`src/core/rlp_pkg.sv`:
```
// Shared constants, register map and carrier types of the LED PWM core.
// Assumes a 20 MHz reference clock and an APB master with 8-bit addresses.
package rlp_pkg;

    // ****************************************
    // Sizes
    // ****************************************
    localparam int N_CH = 12;
    localparam int N_MOD = 4;
    localparam int N_GRP = 3;
    localparam int LVL_W = 8;
    localparam int DUTY_W = 12;
    localparam int CNT_W = 9;
    localparam int DITH_W = 3;
    localparam int ACC_W = 25;
    localparam int IDLE_W = 24;
    localparam int ADDR_W = 8;

    // ****************************************
    // Timing
    // ****************************************
    localparam int CLK_HZ = 20_000_000;
    localparam int PWM_HZ = 29_000;
    localparam int TICK_HZ = PWM_HZ * (1 << CNT_W);
    localparam int IDLE_MS = 30;
    localparam int IDLE_CYC = (CLK_HZ / 1000) * IDLE_MS;

    // ****************************************
    // Register map
    // ****************************************
    localparam logic [7:0] OFS_CTRL = 8'h00;
    localparam logic [7:0] OFS_FOLLOW = 8'h04;
    localparam logic [7:0] OFS_GRP_COLOR = 8'h08;
    localparam logic [7:0] OFS_GRP_INT = 8'h0C;
    localparam logic [7:0] OFS_SOFT_RST = 8'h10;
    localparam logic [7:0] OFS_STATUS = 8'h14;
    localparam logic [7:0] OFS_MOD_INT = 8'h20;
    localparam logic [7:0] OFS_CHAN_COLOR = 8'h40;
    localparam int CTRL_CORE_ON = 0;
    localparam int CTRL_LOG = 1;
    localparam int CTRL_DITHER = 2;
    localparam int CTRL_SLEEP = 3;
    localparam int STAT_OT = 3;
    localparam int STAT_LOW = 4;
    localparam logic [7:0] LVL_FULL = 8'hFF;
    localparam logic [7:0] SOFT_RST_KEY = 8'hFF;

    // ****************************************
    // Types
    // ****************************************
    typedef enum logic [2:0] {
        MODE_SHUTDOWN, MODE_INIT, MODE_STANDBY, MODE_NORMAL, MODE_PSAVE, MODE_THERMAL
    } rlp_mode_t;

    typedef enum logic [1:0] {PH_LEAD, PH_CENTRE, PH_TRAIL} rlp_phase_t;

    typedef struct packed {
        logic core_on;
        logic log_curve_select;
        logic dither_on;
        logic idle_sleep_allow;
        logic [N_CH-1:0] group_follow;
        logic [N_GRP-1:0][LVL_W-1:0] grp_color;
        logic [LVL_W-1:0] grp_int;
        logic [N_MOD-1:0][LVL_W-1:0] module_intensity;
        logic [N_CH-1:0][LVL_W-1:0] channel_color_level;
    } rlp_cfg_t;

    localparam rlp_cfg_t CFG_RESET = '{
        core_on: 1'b0,
        log_curve_select: 1'b1,
        dither_on: 1'b1,
        idle_sleep_allow: 1'b1,
        group_follow: '0,
        grp_color: '0,
        grp_int: LVL_FULL,
        module_intensity: {N_MOD{LVL_FULL}},
        channel_color_level: '0
    };

    typedef struct packed {
        logic psel;
        logic penable;
        logic pwrite;
        logic [ADDR_W-1:0] paddr;
        logic [31:0] pwdata;
    } rlp_apb_req_t;

    typedef struct packed {
        logic [31:0] prdata;
        logic pready;
        logic pslverr;
    } rlp_apb_rsp_t;

endpackage

```
`src/core/rlp_pwm_chan.sv`:
```
// One sink channel: latches its duty at the period boundary and forms the pulse.
// Assumes a shared period counter and frame index from the core, same clock.
`timescale 1ns/1ns
module rlp_pwm_chan #(
    parameter rlp_pkg::rlp_phase_t PHASE = rlp_pkg::PH_LEAD
) (
    // Clock and reset
    input wire logic i_ref_clk,
    input wire logic i_rst_n,
    // Period timing
    input wire logic i_load,
    input wire logic [rlp_pkg::CNT_W-1:0] i_cnt,
    input wire logic [rlp_pkg::DITH_W-1:0] i_frame,
    // Duty and control
    input wire logic [rlp_pkg::DUTY_W-1:0] i_duty,
    input wire logic i_dither_on,
    input wire logic i_run,
    // Sink drive
    output logic o_sink
);
    localparam int W_W = rlp_pkg::CNT_W + 1;
    localparam logic [W_W-1:0] FULL = W_W'(1 << rlp_pkg::CNT_W);
    localparam logic [W_W-1:0] HALF = W_W'(1 << (rlp_pkg::CNT_W - 1));

    typedef struct packed {
        logic [rlp_pkg::DUTY_W-1:0] duty;
        logic out;
    } rlp_chan_st_t;

    rlp_chan_st_t st_reg;
    rlp_chan_st_t st_next;
    logic [W_W-1:0] width;
    logic [W_W-1:0] pos;
    logic [W_W-1:0] start;
    logic on;

    // ****************************************
    // Pulse shaping
    // ****************************************
    always_comb begin
        st_next = st_reg;
        // Extra LSB in duty[2:0] of every eight periods
        width = {1'b0, st_reg.duty[rlp_pkg::DUTY_W-1:rlp_pkg::DITH_W]};
        if (i_dither_on && (i_frame < st_reg.duty[rlp_pkg::DITH_W-1:0])) begin
            width = width + W_W'(1);
        end
        pos = {1'b0, i_cnt};
        start = HALF - (width >> 1);
        case (PHASE)
            rlp_pkg::PH_LEAD: on = pos < width;
            rlp_pkg::PH_CENTRE: on = (pos >= start) && (pos < start + width);
            rlp_pkg::PH_TRAIL: on = (pos + width) >= FULL;
            default: on = 1'b0;
        endcase
        st_next.out = i_run && on;
        // Only at the boundary, so a write never cuts a pulse short
        if (i_load) begin
            st_next.duty = i_duty;
        end
    end

    always_ff @(posedge i_ref_clk or negedge i_rst_n) begin
        if (!i_rst_n) begin
            st_reg <= '0;
        end else begin
            st_reg <= st_next;
        end
    end

    assign o_sink = st_reg.out;
endmodule

```
`src/core/rlp_core.sv`:
```
// LED PWM core: configuration over APB, duty mixing, 12 sink channels, modes.
// Assumes enable, lockout and over-temperature arrive asynchronously on pins.
//
// What this block does
// Every sink output has its own 8-bit colour level.
// Each triple of consecutive outputs shares one module intensity.
// Module intensity offers 256 steps for all three outputs.
// Intensity resets to FFh, meaning full factor; colour alone sets duty.
// One global bit maps intensity through a log curve or linear.
// Duty is colour level times scaled intensity.
// 12-bit duty from 9-bit counter plus 3 dither bits.
// Dither lengthens pulses one LSB in duty[2:0] of eight periods.
// Dither enabled by default; off gives 9-bit accuracy.
// Period set so each output switches near 29 kHz.
// Outputs 0-2 and 9-11 fix the rising edge at period start.
// Outputs 3-5 keep pulses centred, widening both ways.
// Outputs 6-8 fix the falling edge at period end.
// Per-channel follow bit, default 0; 1 selects group mode.
// Group channels use group colour and group intensity only.
// Group path uses the same multiply, curve, dither and PWM.
// All outputs off over 30 ms with sleep allowed enters power-save.
// Registers stay accessible in power-save; any access wakes to normal.
// Enable rise, soft reset FFh or lockout enter init, resetting registers.
// Core-on set moves the block to normal with outputs running.
// Core-on clear gives standby: outputs off, registers kept.
// Enable low forces shutdown from any state.
// Over-temperature forces outputs off; clearing returns to normal.
// Power-save qualification lies 20 to 40 ms, 30 ms nominal.
// Channel index modulo three picks group colour A, B or C.
// New duty loads into a channel only at a period boundary.
//
// The register addresses and the APB register port were chosen for this implementation.
`timescale 1ns/1ns
module rlp_core #(
    parameter int IDLE_CYC = rlp_pkg::IDLE_CYC
) (
    // Clock and reset
    input wire logic i_ref_clk,
    input wire logic i_rst_n,
    // Register bus
    input wire rlp_pkg::rlp_apb_req_t i_apb,
    output rlp_pkg::rlp_apb_rsp_t o_apb,
    // Device pins
    input wire logic i_enable,
    input wire logic i_supply_low_lockout,
    input wire logic i_over_temp,
    // Outputs
    output logic [rlp_pkg::N_CH-1:0] o_sink_output,
    output logic o_analog_on
);

    // ****************************************
    // State
    // ****************************************
    typedef struct packed {
        rlp_pkg::rlp_cfg_t cfg;
        rlp_pkg::rlp_mode_t mode;
        logic [1:0] en_s;
        logic [1:0] low_s;
        logic [1:0] ot_s;
        logic en_prev;
        logic [rlp_pkg::ACC_W-1:0] acc;
        logic [rlp_pkg::CNT_W-1:0] cnt;
        logic [rlp_pkg::DITH_W-1:0] frame;
        logic [rlp_pkg::IDLE_W-1:0] idle;
        logic [31:0] rdata;
        logic rerr;
    } rlp_core_st_t;

    rlp_core_st_t st_reg;
    rlp_core_st_t st_next;

    logic [31:0] acc_sum;
    logic tick;
    logic wrap;
    logic setup;
    logic access;
    logic soft_rst;
    logic run;
    logic [rlp_pkg::N_CH-1:0][rlp_pkg::DUTY_W-1:0] duty;

    // ****************************************
    // Helpers
    // ****************************************
    function automatic logic in_range(
        input logic [7:0] a,
        input logic [7:0] base,
        input int n
    );
        return (a >= base) && (a < base + 8'(4 * n)) && (a[1:0] == 2'h0);
    endfunction

    function automatic logic [3:0] reg_idx(input logic [7:0] a, input logic [7:0] base);
        logic [7:0] d;
        d = a - base;
        return d[5:2];
    endfunction

    // Coarse power-of-two curve; FFh kept exact so full scale stays full
    function automatic logic [7:0] log_map(input logic [7:0] v);
        logic [12:0] t;
        t = 13'({1'b1, v[4:0]}) << v[7:5];
        if (v == 8'h00 || v == rlp_pkg::LVL_FULL) begin
            return v;
        end
        return t[12:5];
    endfunction

    function automatic logic [rlp_pkg::DUTY_W-1:0] duty_of(
        input logic [7:0] color,
        input logic [7:0] level,
        input logic use_log
    );
        logic [7:0] scaled;
        logic [8:0] factor;
        logic [16:0] prod;
        scaled = use_log ? log_map(level) : level;
        // FFh weighs as 256 so that colour alone sets duty
        factor = (scaled == rlp_pkg::LVL_FULL) ? 9'h100 : {1'b0, scaled};
        prod = 17'(color) * 17'(factor);
        return prod[15:4];
    endfunction

    function automatic logic [32:0] rd_mux(input rlp_core_st_t s, input logic [7:0] a);
        logic [31:0] d;
        logic err;
        d = 32'h0000_0000;
        err = 1'b0;
        if (in_range(a, rlp_pkg::OFS_MOD_INT, rlp_pkg::N_MOD)) begin
            d[7:0] = s.cfg.module_intensity[reg_idx(a, rlp_pkg::OFS_MOD_INT)];
        end else if (in_range(a, rlp_pkg::OFS_CHAN_COLOR, rlp_pkg::N_CH)) begin
            d[7:0] = s.cfg.channel_color_level[reg_idx(a, rlp_pkg::OFS_CHAN_COLOR)];
        end else begin
            case (a)
                rlp_pkg::OFS_CTRL: begin
                    d[rlp_pkg::CTRL_CORE_ON] = s.cfg.core_on;
                    d[rlp_pkg::CTRL_LOG] = s.cfg.log_curve_select;
                    d[rlp_pkg::CTRL_DITHER] = s.cfg.dither_on;
                    d[rlp_pkg::CTRL_SLEEP] = s.cfg.idle_sleep_allow;
                end
                rlp_pkg::OFS_FOLLOW: d[rlp_pkg::N_CH-1:0] = s.cfg.group_follow;
                rlp_pkg::OFS_GRP_COLOR: d[23:0] = s.cfg.grp_color;
                rlp_pkg::OFS_GRP_INT: d[7:0] = s.cfg.grp_int;
                rlp_pkg::OFS_SOFT_RST: d = 32'h0000_0000;
                rlp_pkg::OFS_STATUS: begin
                    d[2:0] = s.mode;
                    d[rlp_pkg::STAT_OT] = s.ot_s[1];
                    d[rlp_pkg::STAT_LOW] = s.low_s[1];
                end
                default: err = 1'b1;
            endcase
        end
        return {err, d};
    endfunction

    // ****************************************
    // Duty mixing and channels
    // ****************************************
    assign run = (st_reg.mode == rlp_pkg::MODE_NORMAL);

    genvar g;
    generate
        for (g = 0; g < rlp_pkg::N_CH; g++) begin : g_ch
            localparam rlp_pkg::rlp_phase_t PH = ((g / 3) % 3 == 0) ? rlp_pkg::PH_LEAD :
                ((g / 3) % 3 == 1) ? rlp_pkg::PH_CENTRE : rlp_pkg::PH_TRAIL;
            logic [7:0] color;
            logic [7:0] level;

            // Group colour by index modulo three, shared group intensity
            assign color = st_reg.cfg.group_follow[g] ?
                st_reg.cfg.grp_color[g % 3] : st_reg.cfg.channel_color_level[g];
            assign level = st_reg.cfg.group_follow[g] ?
                st_reg.cfg.grp_int : st_reg.cfg.module_intensity[g / 3];
            assign duty[g] = duty_of(color, level, st_reg.cfg.log_curve_select);

            rlp_pwm_chan #(
                .PHASE(PH)
            ) u_chan (
                .i_ref_clk(i_ref_clk),
                .i_rst_n(i_rst_n),
                .i_load(wrap),
                .i_cnt(st_reg.cnt),
                .i_frame(st_reg.frame),
                .i_duty(duty[g]),
                .i_dither_on(st_reg.cfg.dither_on),
                .i_run(run),
                .o_sink(o_sink_output[g])
            );
        end
    endgenerate

    // ****************************************
    // Next state
    // ****************************************
    // Fractional divider: the tick rate is 512 steps per 29 kHz period
    assign acc_sum = 32'(st_reg.acc) + 32'(rlp_pkg::TICK_HZ);
    assign tick = acc_sum >= 32'(rlp_pkg::CLK_HZ);
    assign wrap = tick && (st_reg.cnt == '1);
    assign setup = i_apb.psel && !i_apb.penable;
    assign access = i_apb.psel && i_apb.penable;
    assign soft_rst = access && i_apb.pwrite && (i_apb.paddr == rlp_pkg::OFS_SOFT_RST)
        && (i_apb.pwdata[7:0] == rlp_pkg::SOFT_RST_KEY);

    always_comb begin
        st_next = st_reg;
        // Pins pass two flops before any logic reads them
        st_next.en_s = {st_reg.en_s[0], i_enable};
        st_next.low_s = {st_reg.low_s[0], i_supply_low_lockout};
        st_next.ot_s = {st_reg.ot_s[0], i_over_temp};
        st_next.en_prev = st_reg.en_s[1];

        st_next.acc = tick ? rlp_pkg::ACC_W'(acc_sum - 32'(rlp_pkg::CLK_HZ))
            : rlp_pkg::ACC_W'(acc_sum);
        if (tick) begin
            st_next.cnt = st_reg.cnt + rlp_pkg::CNT_W'(1);
        end
        if (wrap) begin
            st_next.frame = st_reg.frame + rlp_pkg::DITH_W'(1);
        end

        // Read data captured in setup, presented in the access phase
        if (setup) begin
            {st_next.rerr, st_next.rdata} = rd_mux(st_reg, i_apb.paddr);
        end

        // Writes stay live in standby and power-save
        if (access && i_apb.pwrite && !st_reg.rerr) begin
            if (in_range(i_apb.paddr, rlp_pkg::OFS_MOD_INT, rlp_pkg::N_MOD)) begin
                st_next.cfg.module_intensity[reg_idx(i_apb.paddr, rlp_pkg::OFS_MOD_INT)] =
                    i_apb.pwdata[7:0];
            end else if (in_range(i_apb.paddr, rlp_pkg::OFS_CHAN_COLOR, rlp_pkg::N_CH)) begin
                st_next.cfg.channel_color_level[reg_idx(i_apb.paddr, rlp_pkg::OFS_CHAN_COLOR)] =
                    i_apb.pwdata[7:0];
            end else begin
                case (i_apb.paddr)
                    rlp_pkg::OFS_CTRL: begin
                        st_next.cfg.core_on = i_apb.pwdata[rlp_pkg::CTRL_CORE_ON];
                        st_next.cfg.log_curve_select = i_apb.pwdata[rlp_pkg::CTRL_LOG];
                        st_next.cfg.dither_on = i_apb.pwdata[rlp_pkg::CTRL_DITHER];
                        st_next.cfg.idle_sleep_allow = i_apb.pwdata[rlp_pkg::CTRL_SLEEP];
                    end
                    rlp_pkg::OFS_FOLLOW: begin
                        st_next.cfg.group_follow = i_apb.pwdata[rlp_pkg::N_CH-1:0];
                    end
                    rlp_pkg::OFS_GRP_COLOR: st_next.cfg.grp_color = i_apb.pwdata[23:0];
                    rlp_pkg::OFS_GRP_INT: st_next.cfg.grp_int = i_apb.pwdata[7:0];
                    default: st_next.cfg = st_reg.cfg;
                endcase
            end
        end

        // ****************************************
        // Mode control
        // ****************************************
        if (!st_reg.en_s[1]) begin
            st_next.mode = rlp_pkg::MODE_SHUTDOWN;
        end else if ((st_reg.en_s[1] && !st_reg.en_prev) || st_reg.low_s[1]
            || soft_rst) begin
            st_next.mode = rlp_pkg::MODE_INIT;
        end else begin
            case (st_reg.mode)
                rlp_pkg::MODE_SHUTDOWN: st_next.mode = rlp_pkg::MODE_SHUTDOWN;
                rlp_pkg::MODE_INIT: begin
                    st_next.cfg = rlp_pkg::CFG_RESET;
                    st_next.mode = rlp_pkg::MODE_STANDBY;
                end
                rlp_pkg::MODE_STANDBY: begin
                    if (st_reg.cfg.core_on) begin
                        st_next.mode = rlp_pkg::MODE_NORMAL;
                    end
                end
                rlp_pkg::MODE_NORMAL: begin
                    if (st_reg.ot_s[1]) begin
                        st_next.mode = rlp_pkg::MODE_THERMAL;
                    end else if (!st_reg.cfg.core_on) begin
                        st_next.mode = rlp_pkg::MODE_STANDBY;
                    end else if ((|o_sink_output) || !st_reg.cfg.idle_sleep_allow) begin
                        st_next.idle = '0;
                    end else if (st_reg.idle == rlp_pkg::IDLE_W'(IDLE_CYC - 1)) begin
                        st_next.mode = rlp_pkg::MODE_PSAVE;
                        st_next.idle = '0;
                    end else begin
                        st_next.idle = st_reg.idle + rlp_pkg::IDLE_W'(1);
                    end
                end
                rlp_pkg::MODE_PSAVE: begin
                    if (st_reg.ot_s[1]) begin
                        st_next.mode = rlp_pkg::MODE_THERMAL;
                    end else if (!st_reg.cfg.core_on) begin
                        st_next.mode = rlp_pkg::MODE_STANDBY;
                    end else if (access) begin
                        st_next.mode = rlp_pkg::MODE_NORMAL;
                    end
                end
                rlp_pkg::MODE_THERMAL: begin
                    if (!st_reg.ot_s[1]) begin
                        st_next.mode = rlp_pkg::MODE_NORMAL;
                    end
                end
                default: st_next.mode = rlp_pkg::MODE_SHUTDOWN;
            endcase
        end
        if (st_next.mode != rlp_pkg::MODE_NORMAL) begin
            st_next.idle = '0;
        end
    end

    always_ff @(posedge i_ref_clk or negedge i_rst_n) begin
        if (!i_rst_n) begin
            st_reg <= '{
                cfg: rlp_pkg::CFG_RESET,
                mode: rlp_pkg::MODE_SHUTDOWN,
                default: '0
            };
        end else begin
            st_reg <= st_next;
        end
    end

    // ****************************************
    // Outputs
    // ****************************************
    assign o_apb.prdata = st_reg.rdata;
    assign o_apb.pready = access;
    assign o_apb.pslverr = access && st_reg.rerr;
    // Analog blocks run while driving and in thermal shutdown; power-save drops them
    assign o_analog_on = run || (st_reg.mode == rlp_pkg::MODE_THERMAL);
endmodule

```
`config.mk`:
```
export PLATFORM = sky130hd
export DESIGN_NAME = rlp_core
export DESIGN_NICKNAME = d
export VERILOG_FILES = /design/src/core/rlp_pkg.sv /design/src/core/rlp_pwm_chan.sv /design/src/core/rlp_core.sv
export SDC_FILE = /design/constraint.sdc
export NUM_CORES = 2
export LEC_CHECK = 0
export BUFFER_PORTS_ARGS = -buffer_cell sky130_fd_sc_hd__clkbuf_2
export CAP_MARGIN = 10
export CORE_ASPECT_RATIO = 1.1
export CORE_MARGIN = 5
export CORE_UTILIZATION = 47
export DETAILED_ROUTE_END_ITERATION = 10
export PLACE_DENSITY = 0.61
export SLEW_MARGIN = 5
export SYNTH_ARGS = -nofsm -noshare
export SYNTH_HDL_FRONTEND = slang
export SYNTH_SLANG_ARGS = --single-unit
```
`constraint.sdc`:
```
create_clock -name i_ref_clk -period 6.8 [get_ports i_ref_clk]
set_input_delay 1.36 -clock i_ref_clk [delete_from_list [all_inputs] [get_ports i_ref_clk]]
set_output_delay 1.36 -clock i_ref_clk [all_outputs]
set_load 0.05 [all_outputs]
```
# Word level (Yosys, flattened, before mapping)
# Cells that the tools add are included.
op_classes:
  n_eq_ne: 40
  mul: 12
  n_reduce_logical: 82
  add_sub_neg: 28
  mux: 152
  shift: 12
  order_cmp: 36
op_table:
  columns: ["operator", "count"]
  rows:
  - ["2-to-1 mux 176 bit", 4]
  - ["2-to-1 mux 8 bit", 67]
  - ["2-to-1 mux 24 bit", 10]
  - ["== test 8 bit, second input constant", 25]
  - ["multiplier 8 x 9 -> 16 bit", 12]
  - ["2-to-1 mux 96 bit", 2]
  - ["<< shifter 6 x 3 -> 13 bit", 12]
  - ["adder 9 x 1 -> 10 bit, second input constant", 12]
  - ["2-to-1 mux 10 bit", 12]
  - ["2-to-1 mux 9 bit", 12]
  - ["logical NOT 8 bit", 13]
  - ["bitwise mux 96 bit", 1]
  - ["less-than comparator 9 x 10 -> 1 bit", 9]
  - ["2-to-1 mux 80 bit", 1]
  - ["2-to-1 mux 48 bit", 1]
  - ["logical AND 1 bit", 42]
  - ["less-than comparator 3 bit", 12]
  - ["2-to-1 mux 3 bit", 11]
  - ["binary-select mux 8 bit (select 4 bit)", 1]
  - ["bitwise mux 32 bit", 1]
  - ["demux 8 bit (select 4 bit)", 1]
  - ["2-to-1 mux 32 bit", 1]
  - ["adder 10 bit", 3]
  - ["adder 9 x 10 -> 10 bit", 3]
  - ["other kinds (47)", 94]
totals:
  output_inout_bits: 47
  ff_bits: 436
  wordCells: 422

# Depth between registers and ports, before layout
logic_depth:
  ltp_word: 12
  ltp_mapped: 31

# Cells and area by module
# A second synthesis with hierarchy kept.
unflattened:
  cells_unflattened: 7061
  hier_area_um2: 59827.4
modules_own_cells:
  columns: ["mod", "cells_per_inst", "instances", "area_per_inst_um2"]
  rows:
  - ["rlp_core", 5468, 1, 45417.3]
  - ["rlp_pwm_chan at g_ch[3].u_chan ...", 255, 3, 2083.2]
  - ["rlp_pwm_chan at g_ch[0].u_chan ...", 93, 6, 912.1]
  - ["rlp_pwm_chan at g_ch[6].u_chan ...", 90, 3, 895.9]

# Least setup slack after synthesis
# OpenSTA, ideal clock, no wires.
synth_path:
  kind: "register to register"
  from: "register st_reg[239] (netlist bit)"
  to: "register g_ch[5].u_chan.st_reg[12] (netlist bit)"
  setup_slack_ps: 591
  synth_period_minus_slack_ps: 6209
  path_buffers: 2
  setup_ps: 95
  t_arrival_ps: 6114
  path_stages_with_launch: 26
  cell_sequence: "dfstp_2 buf_2 or4_1 nor3_1 or3_1 clkbuf_1 nor3_1 a21oi_1 o211ai_1 or2_2 fa_1 fa_1 inv_1 fa_1 inv_1 fa_1 inv_1 ha_1 a21boi_0 o21ai_0 a21boi_0 o21ai_0 nand2b_1 a311oi_1 nor3_1 o31ai_1"
synth_between:
  elab_chain_cells: 9
  word_cells_on_any_way: 12
synth_lines:
  columns: ["item", "line_no", "rtl"]
  rows:
  - ["start: declaration", "rlp_core.sv:70", "rlp_core_st_t st_reg;"]
  - ["start signal: assignment", "rlp_core.sv:310", "st_reg <= '{"]
  - ["start signal: assignment", "rlp_core.sv:316", "st_reg <= st_next;"]
  - ["2-to-1 mux 8 bit (*)", "rlp_core.sv:172", "assign level = st_reg.cfg.group_follow[g] ?"]
  - ["== test 8 bit / logical NOT 8 bit (equally long branches)", "rlp_core.sv:103", "if (v == 8'h00 || v == rlp_pkg::LVL_FULL) begin"]
  - ["logical OR 1 bit", "rlp_core.sv:103", null]
  - ["2-to-1 mux 1 bit", "rlp_core.sv:103", null]
  - ["2-to-1 mux 8 bit", "rlp_core.sv:106", "return t[12:5];"]
  - ["2-to-1 mux 8 bit (*)", "rlp_core.sv:117", "scaled = use_log ? log_map(level) : level;"]
  - ["== test 8 bit", "rlp_core.sv:119", "factor = (scaled == rlp_pkg::LVL_FULL) ? 9'h100 : {1'b0, scaled};"]
  - ["2-to-1 mux 9 bit (*)", "rlp_core.sv:119", null]
  - ["multiplier 8 x 9 -> 16 bit (*)", "rlp_core.sv:120", "prod = 17'(color) * 17'(factor);"]
  - ["end signal: assignment", "rlp_pwm_chan.sv:66", "st_reg <= st_next;"]
  - ["end: declaration", "rlp_pwm_chan.sv:30", "rlp_chan_st_t st_reg;"]
# Mark *: on every way between the ends. The rest lies on a longest branch, timed or not. The select of a mux whose other input is x is not followed.
# A chain may end at the register's enable or synchronous reset.

# Final worst setup path
layout_path:
  from: "register st_reg[233] (netlist bit)"
  to: "register g_ch[1].u_chan.st_reg[12] (netlist bit)"
layout_between:
  elab_chain_cells: 9
  word_cells_on_any_way: 12
layout_lines:
  columns: ["item", "line_no"]
  rows:
  - ["2-to-1 mux 8 bit (*)", "rlp_core.sv:172"]
  - ["== test 8 bit / logical NOT 8 bit (equally long branches)", "rlp_core.sv:103"]
  - ["logical OR 1 bit", "rlp_core.sv:103"]
  - ["2-to-1 mux 1 bit", "rlp_core.sv:103"]
  - ["2-to-1 mux 8 bit", "rlp_core.sv:106"]
  - ["2-to-1 mux 8 bit (*)", "rlp_core.sv:117"]
  - ["== test 8 bit", "rlp_core.sv:119"]
  - ["2-to-1 mux 9 bit (*)", "rlp_core.sv:119"]
  - ["multiplier 8 x 9 -> 16 bit (*)", "rlp_core.sv:120"]
  - ["end signal: assignment", "rlp_pwm_chan.sv:66"]
  - ["end: declaration", "rlp_pwm_chan.sv:30"]
# Marked as above.

==> results by group <==
Logic synthesis
  • Top_reg_cell synth: dfrtp_1
  • Yosys warnings: 0
  • Cell count after synthesis: between 6,000 and 7,000
  • Post-synthesis register bit count: between 400 and 500
  • Post-synth EDFFs: 0
  • Post-synthesis sequential area ratio: 0.180
  • Post-synthesis async set-or-reset flop share: 1.00
  • Post-Syn Area: 58,800 µm²
  • Synth cell types: 113
  • Syn_area_per_cell: 8.41 µm²
  • Synth area leaders: fa_1 (17%), dfrtp_1 (16%), ha_1 (12%)
  • Yosys top cell by area: fa_1
  • Post-synth top area share: 0.168

Critical path
  • Setup CP Type: reg -> reg
  • Critical Path Fanout Max: 4
  • CP Launch Point: st_reg[233]
  • Reg2Reg Depth: 25
  • R2R setup slack: 310 ps
  • Worst R2R Start: st_reg[233]
  • Worst setup EP type: register
  • CP required: about 7400 ps
  • Worst setup SP type: register
  • Critical path arrival: 7050 ps

STA
  • Setup slack after layout: 312 ps
  • Fmax: 0.154 GHz
  • Slew Limit Fails: 0
  • Worst-Margin Slew: 1330 ps
  • Setup violations, final: 0
  • Min Tclk post-route: 6490 ps
  • Hold Vio Cnt, Final: 0
  • Final Skew: 27.2 ps
  • Slew headroom: 0.104
  • Period utilization: 0.954

Power
  • Switching Fraction: 0.385
  • Reg power frac: 0.319
  • Maximum VDD drop: between 0.15 and 0.2 mV
  • Leakage power: 31.2 nW
  • Power Density: 128 nW/µm²
  • Switching Power: between 0.003 and 0.004 W
  • Comb power frac: 0.312
  • Cell internal pwr: 0.00508 W
  • Clock network fraction of design power: 0.369

Placed design
  • # port buffers: 78
  • Hpwl dp: 140,000 µm
  • Placement Setup Slack: between 70 and 80 ps
  • GPL Wtd Cong: 1.00

CTS
  • CTS Sinks: between 400 and 500
  • Skew-Pair Late Insertion Delay: about 660 ps
  • CTS tree: yes
  • Total CTS buffers: 54
  • Max clock buf depth: 3
  • # hold bufs at CTS: 0
  • H-tree depth: 2
  • Root Driver: clkbuf_16
  • Clock Pin Slew Worst Setup and Hold Paths: 70 ps

Drt
  • WL per Instance: 20.4 µm
  • DRC viols: 0
  • DRT Pass-1 Iters: 6
  • Initial DRC count: between 4,000 and 5,000
  • Vias per cell: 5.71
  • Post-route ant nets: 0
  • Drt total wl: 181,000 µm
  • Via count: 50,700

Floorplan
  • Die Y: 381 µm
  • Initial Util: 0.472
  • Core Box Area: 125,000 µm²
  • Die width: between 300 and 400 µm
  • # IOs: 95
  • Die Footprint: 132,000 µm²
  • Std cell rows: between 100 and 150

Final layout
  • Layout cells sized above 1: 0.130
  • Area growth syn-to-layout: 9.86%
  • Utilization after layout: 0.519
  • # nets final: 8,293
  • Max reg flops: 236

Global route
  • Vias in the first global route: 49,800
  • All-layer global routing usage: 0.269
  • Pin count of the biggest net entering global routing: 125
  • First-pass GRT wire length: 284,000 µm
  • Antenna violations before repair: 4
  • Total grt overflow: 0

Hold path
  • Hold Path Class: reg -> reg
  • Min-delay src: st_next[98]
  • Hold Crit Depth: 0

Flow run
  • Max-cap viol count: 0

Run status
  • Status: finished, final reports clean
[critical path, stage by stage (launching register included)]
cell and delay [ps]:
dfstp_2 390, or4_1 590, buf_4 220, o211ai_1 280, nand2_1 170, nand2_1 160, o21ai_0 110, o31ai_1 100
nand2_1 110, or2_2 320, fa_1 520, fa_1 560, inv_1 70, fa_1 490, inv_1 50, fa_1 470
inv_1 40, ha_1 320, a21boi_1 160, o21ai_1 190, a21oi_1 130, o21ai_1 160, nand2_1 140, a311oi_2 330
nor3_1 100, o31ai_1 230
[metal layers]
layer / up-vias / global-route usage / wire length [µm]
met5: - / 0 / 0
met4: 0 / 0.106 / 8050
met3: 349 / 0.0477 / 13400
met2: 1678 / 0.426 / 81500
met1: 24800 / 0.366 / 78100
li1: 23900 / - / -
[layout make-up]
class	instances	area, µm²
diodes	4	10.0
clock buffers	66	1450
flip-flops and latches	420	10600
clock inverters	35	385
well taps	1656	2070
repair buffers	416	3000
multi-input cells	5449	44000
fillers	12000	60000
inverters	836	3140
[cells by family (layout without fill, tap and decap cells)]
group                    count (synthesis)  in the layout  synth area share
AND/OR/NAND/NOR                       2497           2497             0.196
buffers and inverters                 1127           1353            0.0772
AO/OA/AOI/OAI                         1113           1113             0.124
adder cells (fa/ha/maj)               1068           1068             0.290
multiplexers                           435            435            0.0835
flip-flops                             420            420             0.180
XOR/XNOR                               328            328            0.0494
other                                    1             12         0.0000638
[power groups by stage]
| stage | sequential, W | clock [W] | combinational, W |
|---|---|---|---|
| 2_1_floorplan | 0.00262 | 0 | 0.00137 |
| 3_3_place_gp | 0.00267 | 0 | 0.00245 |
| 3_5_place_dp | 0.00267 | 0 | 0.00245 |
| 4_1_cts | 0.00262 | 0.00311 | 0.00246 |
| 5_1_grt | 0.00263 | 0.00320 | 0.00276 |
| 6_report | 0.00263 | 0.00305 | 0.00257 |
[synthesized netlist by cell type (20+ instances only)]
cell	number
nor2_1	982
inv_1	832
nand2_1	626
ha_1	576
fa_1	492
dfrtp_1	377
mux2i_1	311
o21ai_0	267
a21oi_1	231
xnor2_1	200
nand3_1	167
or2_2	165
clkbuf_1	159
xor2_1	125
nor3_1	105
mux2_2	87
a21o_1	83
nand2b_1	78
buf_2	63
and3_1	62
or3_1	57
o31ai_1	55
o211ai_1	52
o21ai_1	48
buf_4	47
nand4_1	45
dfstp_2	43
a31oi_1	39
nor2b_1	39
o21a_1	35
and2_1	34
mux4_2	34
nor4_1	34
a211oi_1	33
a21boi_0	32
nand3b_1	28
a311oi_1	24
o22ai_1	24
a22o_1	20
[repair_timing]
| action | CTS | global route |
|---|---|---|
| buffers inserted | 0 | 16 |
| endpoints found under the setup margin | 0 | 37 |
| gates resized for setup | 0 | 68 |
[placed cells by master (no fill, tap or decap), drive strengths merged, types with 24 or more instances in the layout]
master  count
a211oi     34
a21boi     33
a21o       83
a21oi     236
a311oi     24
a31oi      39
and2       36
and3       63
buf       339
clkbuf    143
dfrtp     377
dfstp      43
fa        492
ha        576
inv       846
mux2       87
mux2i     314
mux4       34
nand2     627
nand2b     78
nand3     168
nand3b     28
nand4      45
nor2      983
nor2b      39
nor3      105
nor4       40
o211ai     55
o21a       35
o21ai     319
o22ai      24
o31ai      55
or2       167
or3        57
xnor2     202
xor2      125
[final timing paths]
path,endpoint
max,g_ch[1].u_chan.st_reg[12]
min,st_reg[98]
max reg2reg,g_ch[1].u_chan.st_reg[12]
min reg2reg,st_reg[98]
max in group asynchronous,g_ch[1].u_chan.st_reg[1]
min in group asynchronous,g_ch[4].u_chan.o_sink
[metrics by stage]
step / TNS [ps] / cells / hold WS [ps] / cell area (µm²) / total power [W]
6_report: 0 / 8882 / 347 / 64600 / 0.00826
5_1_grt: -71.1 / 8878 / 353 / 64600 / 0.00859
2_1_floorplan: 0 / 6996 / 331 / 58800 / 0.00399
3_5_place_dp: 0 / 8761 / 336 / 62400 / 0.00512
4_1_cts: 0 / 8862 / 348 / 64200 / 0.00820
3_3_place_gp: 0 / 8761 / 336 / 62400 / 0.00511
No activity file was read; power rests on OpenSTA's default activity.
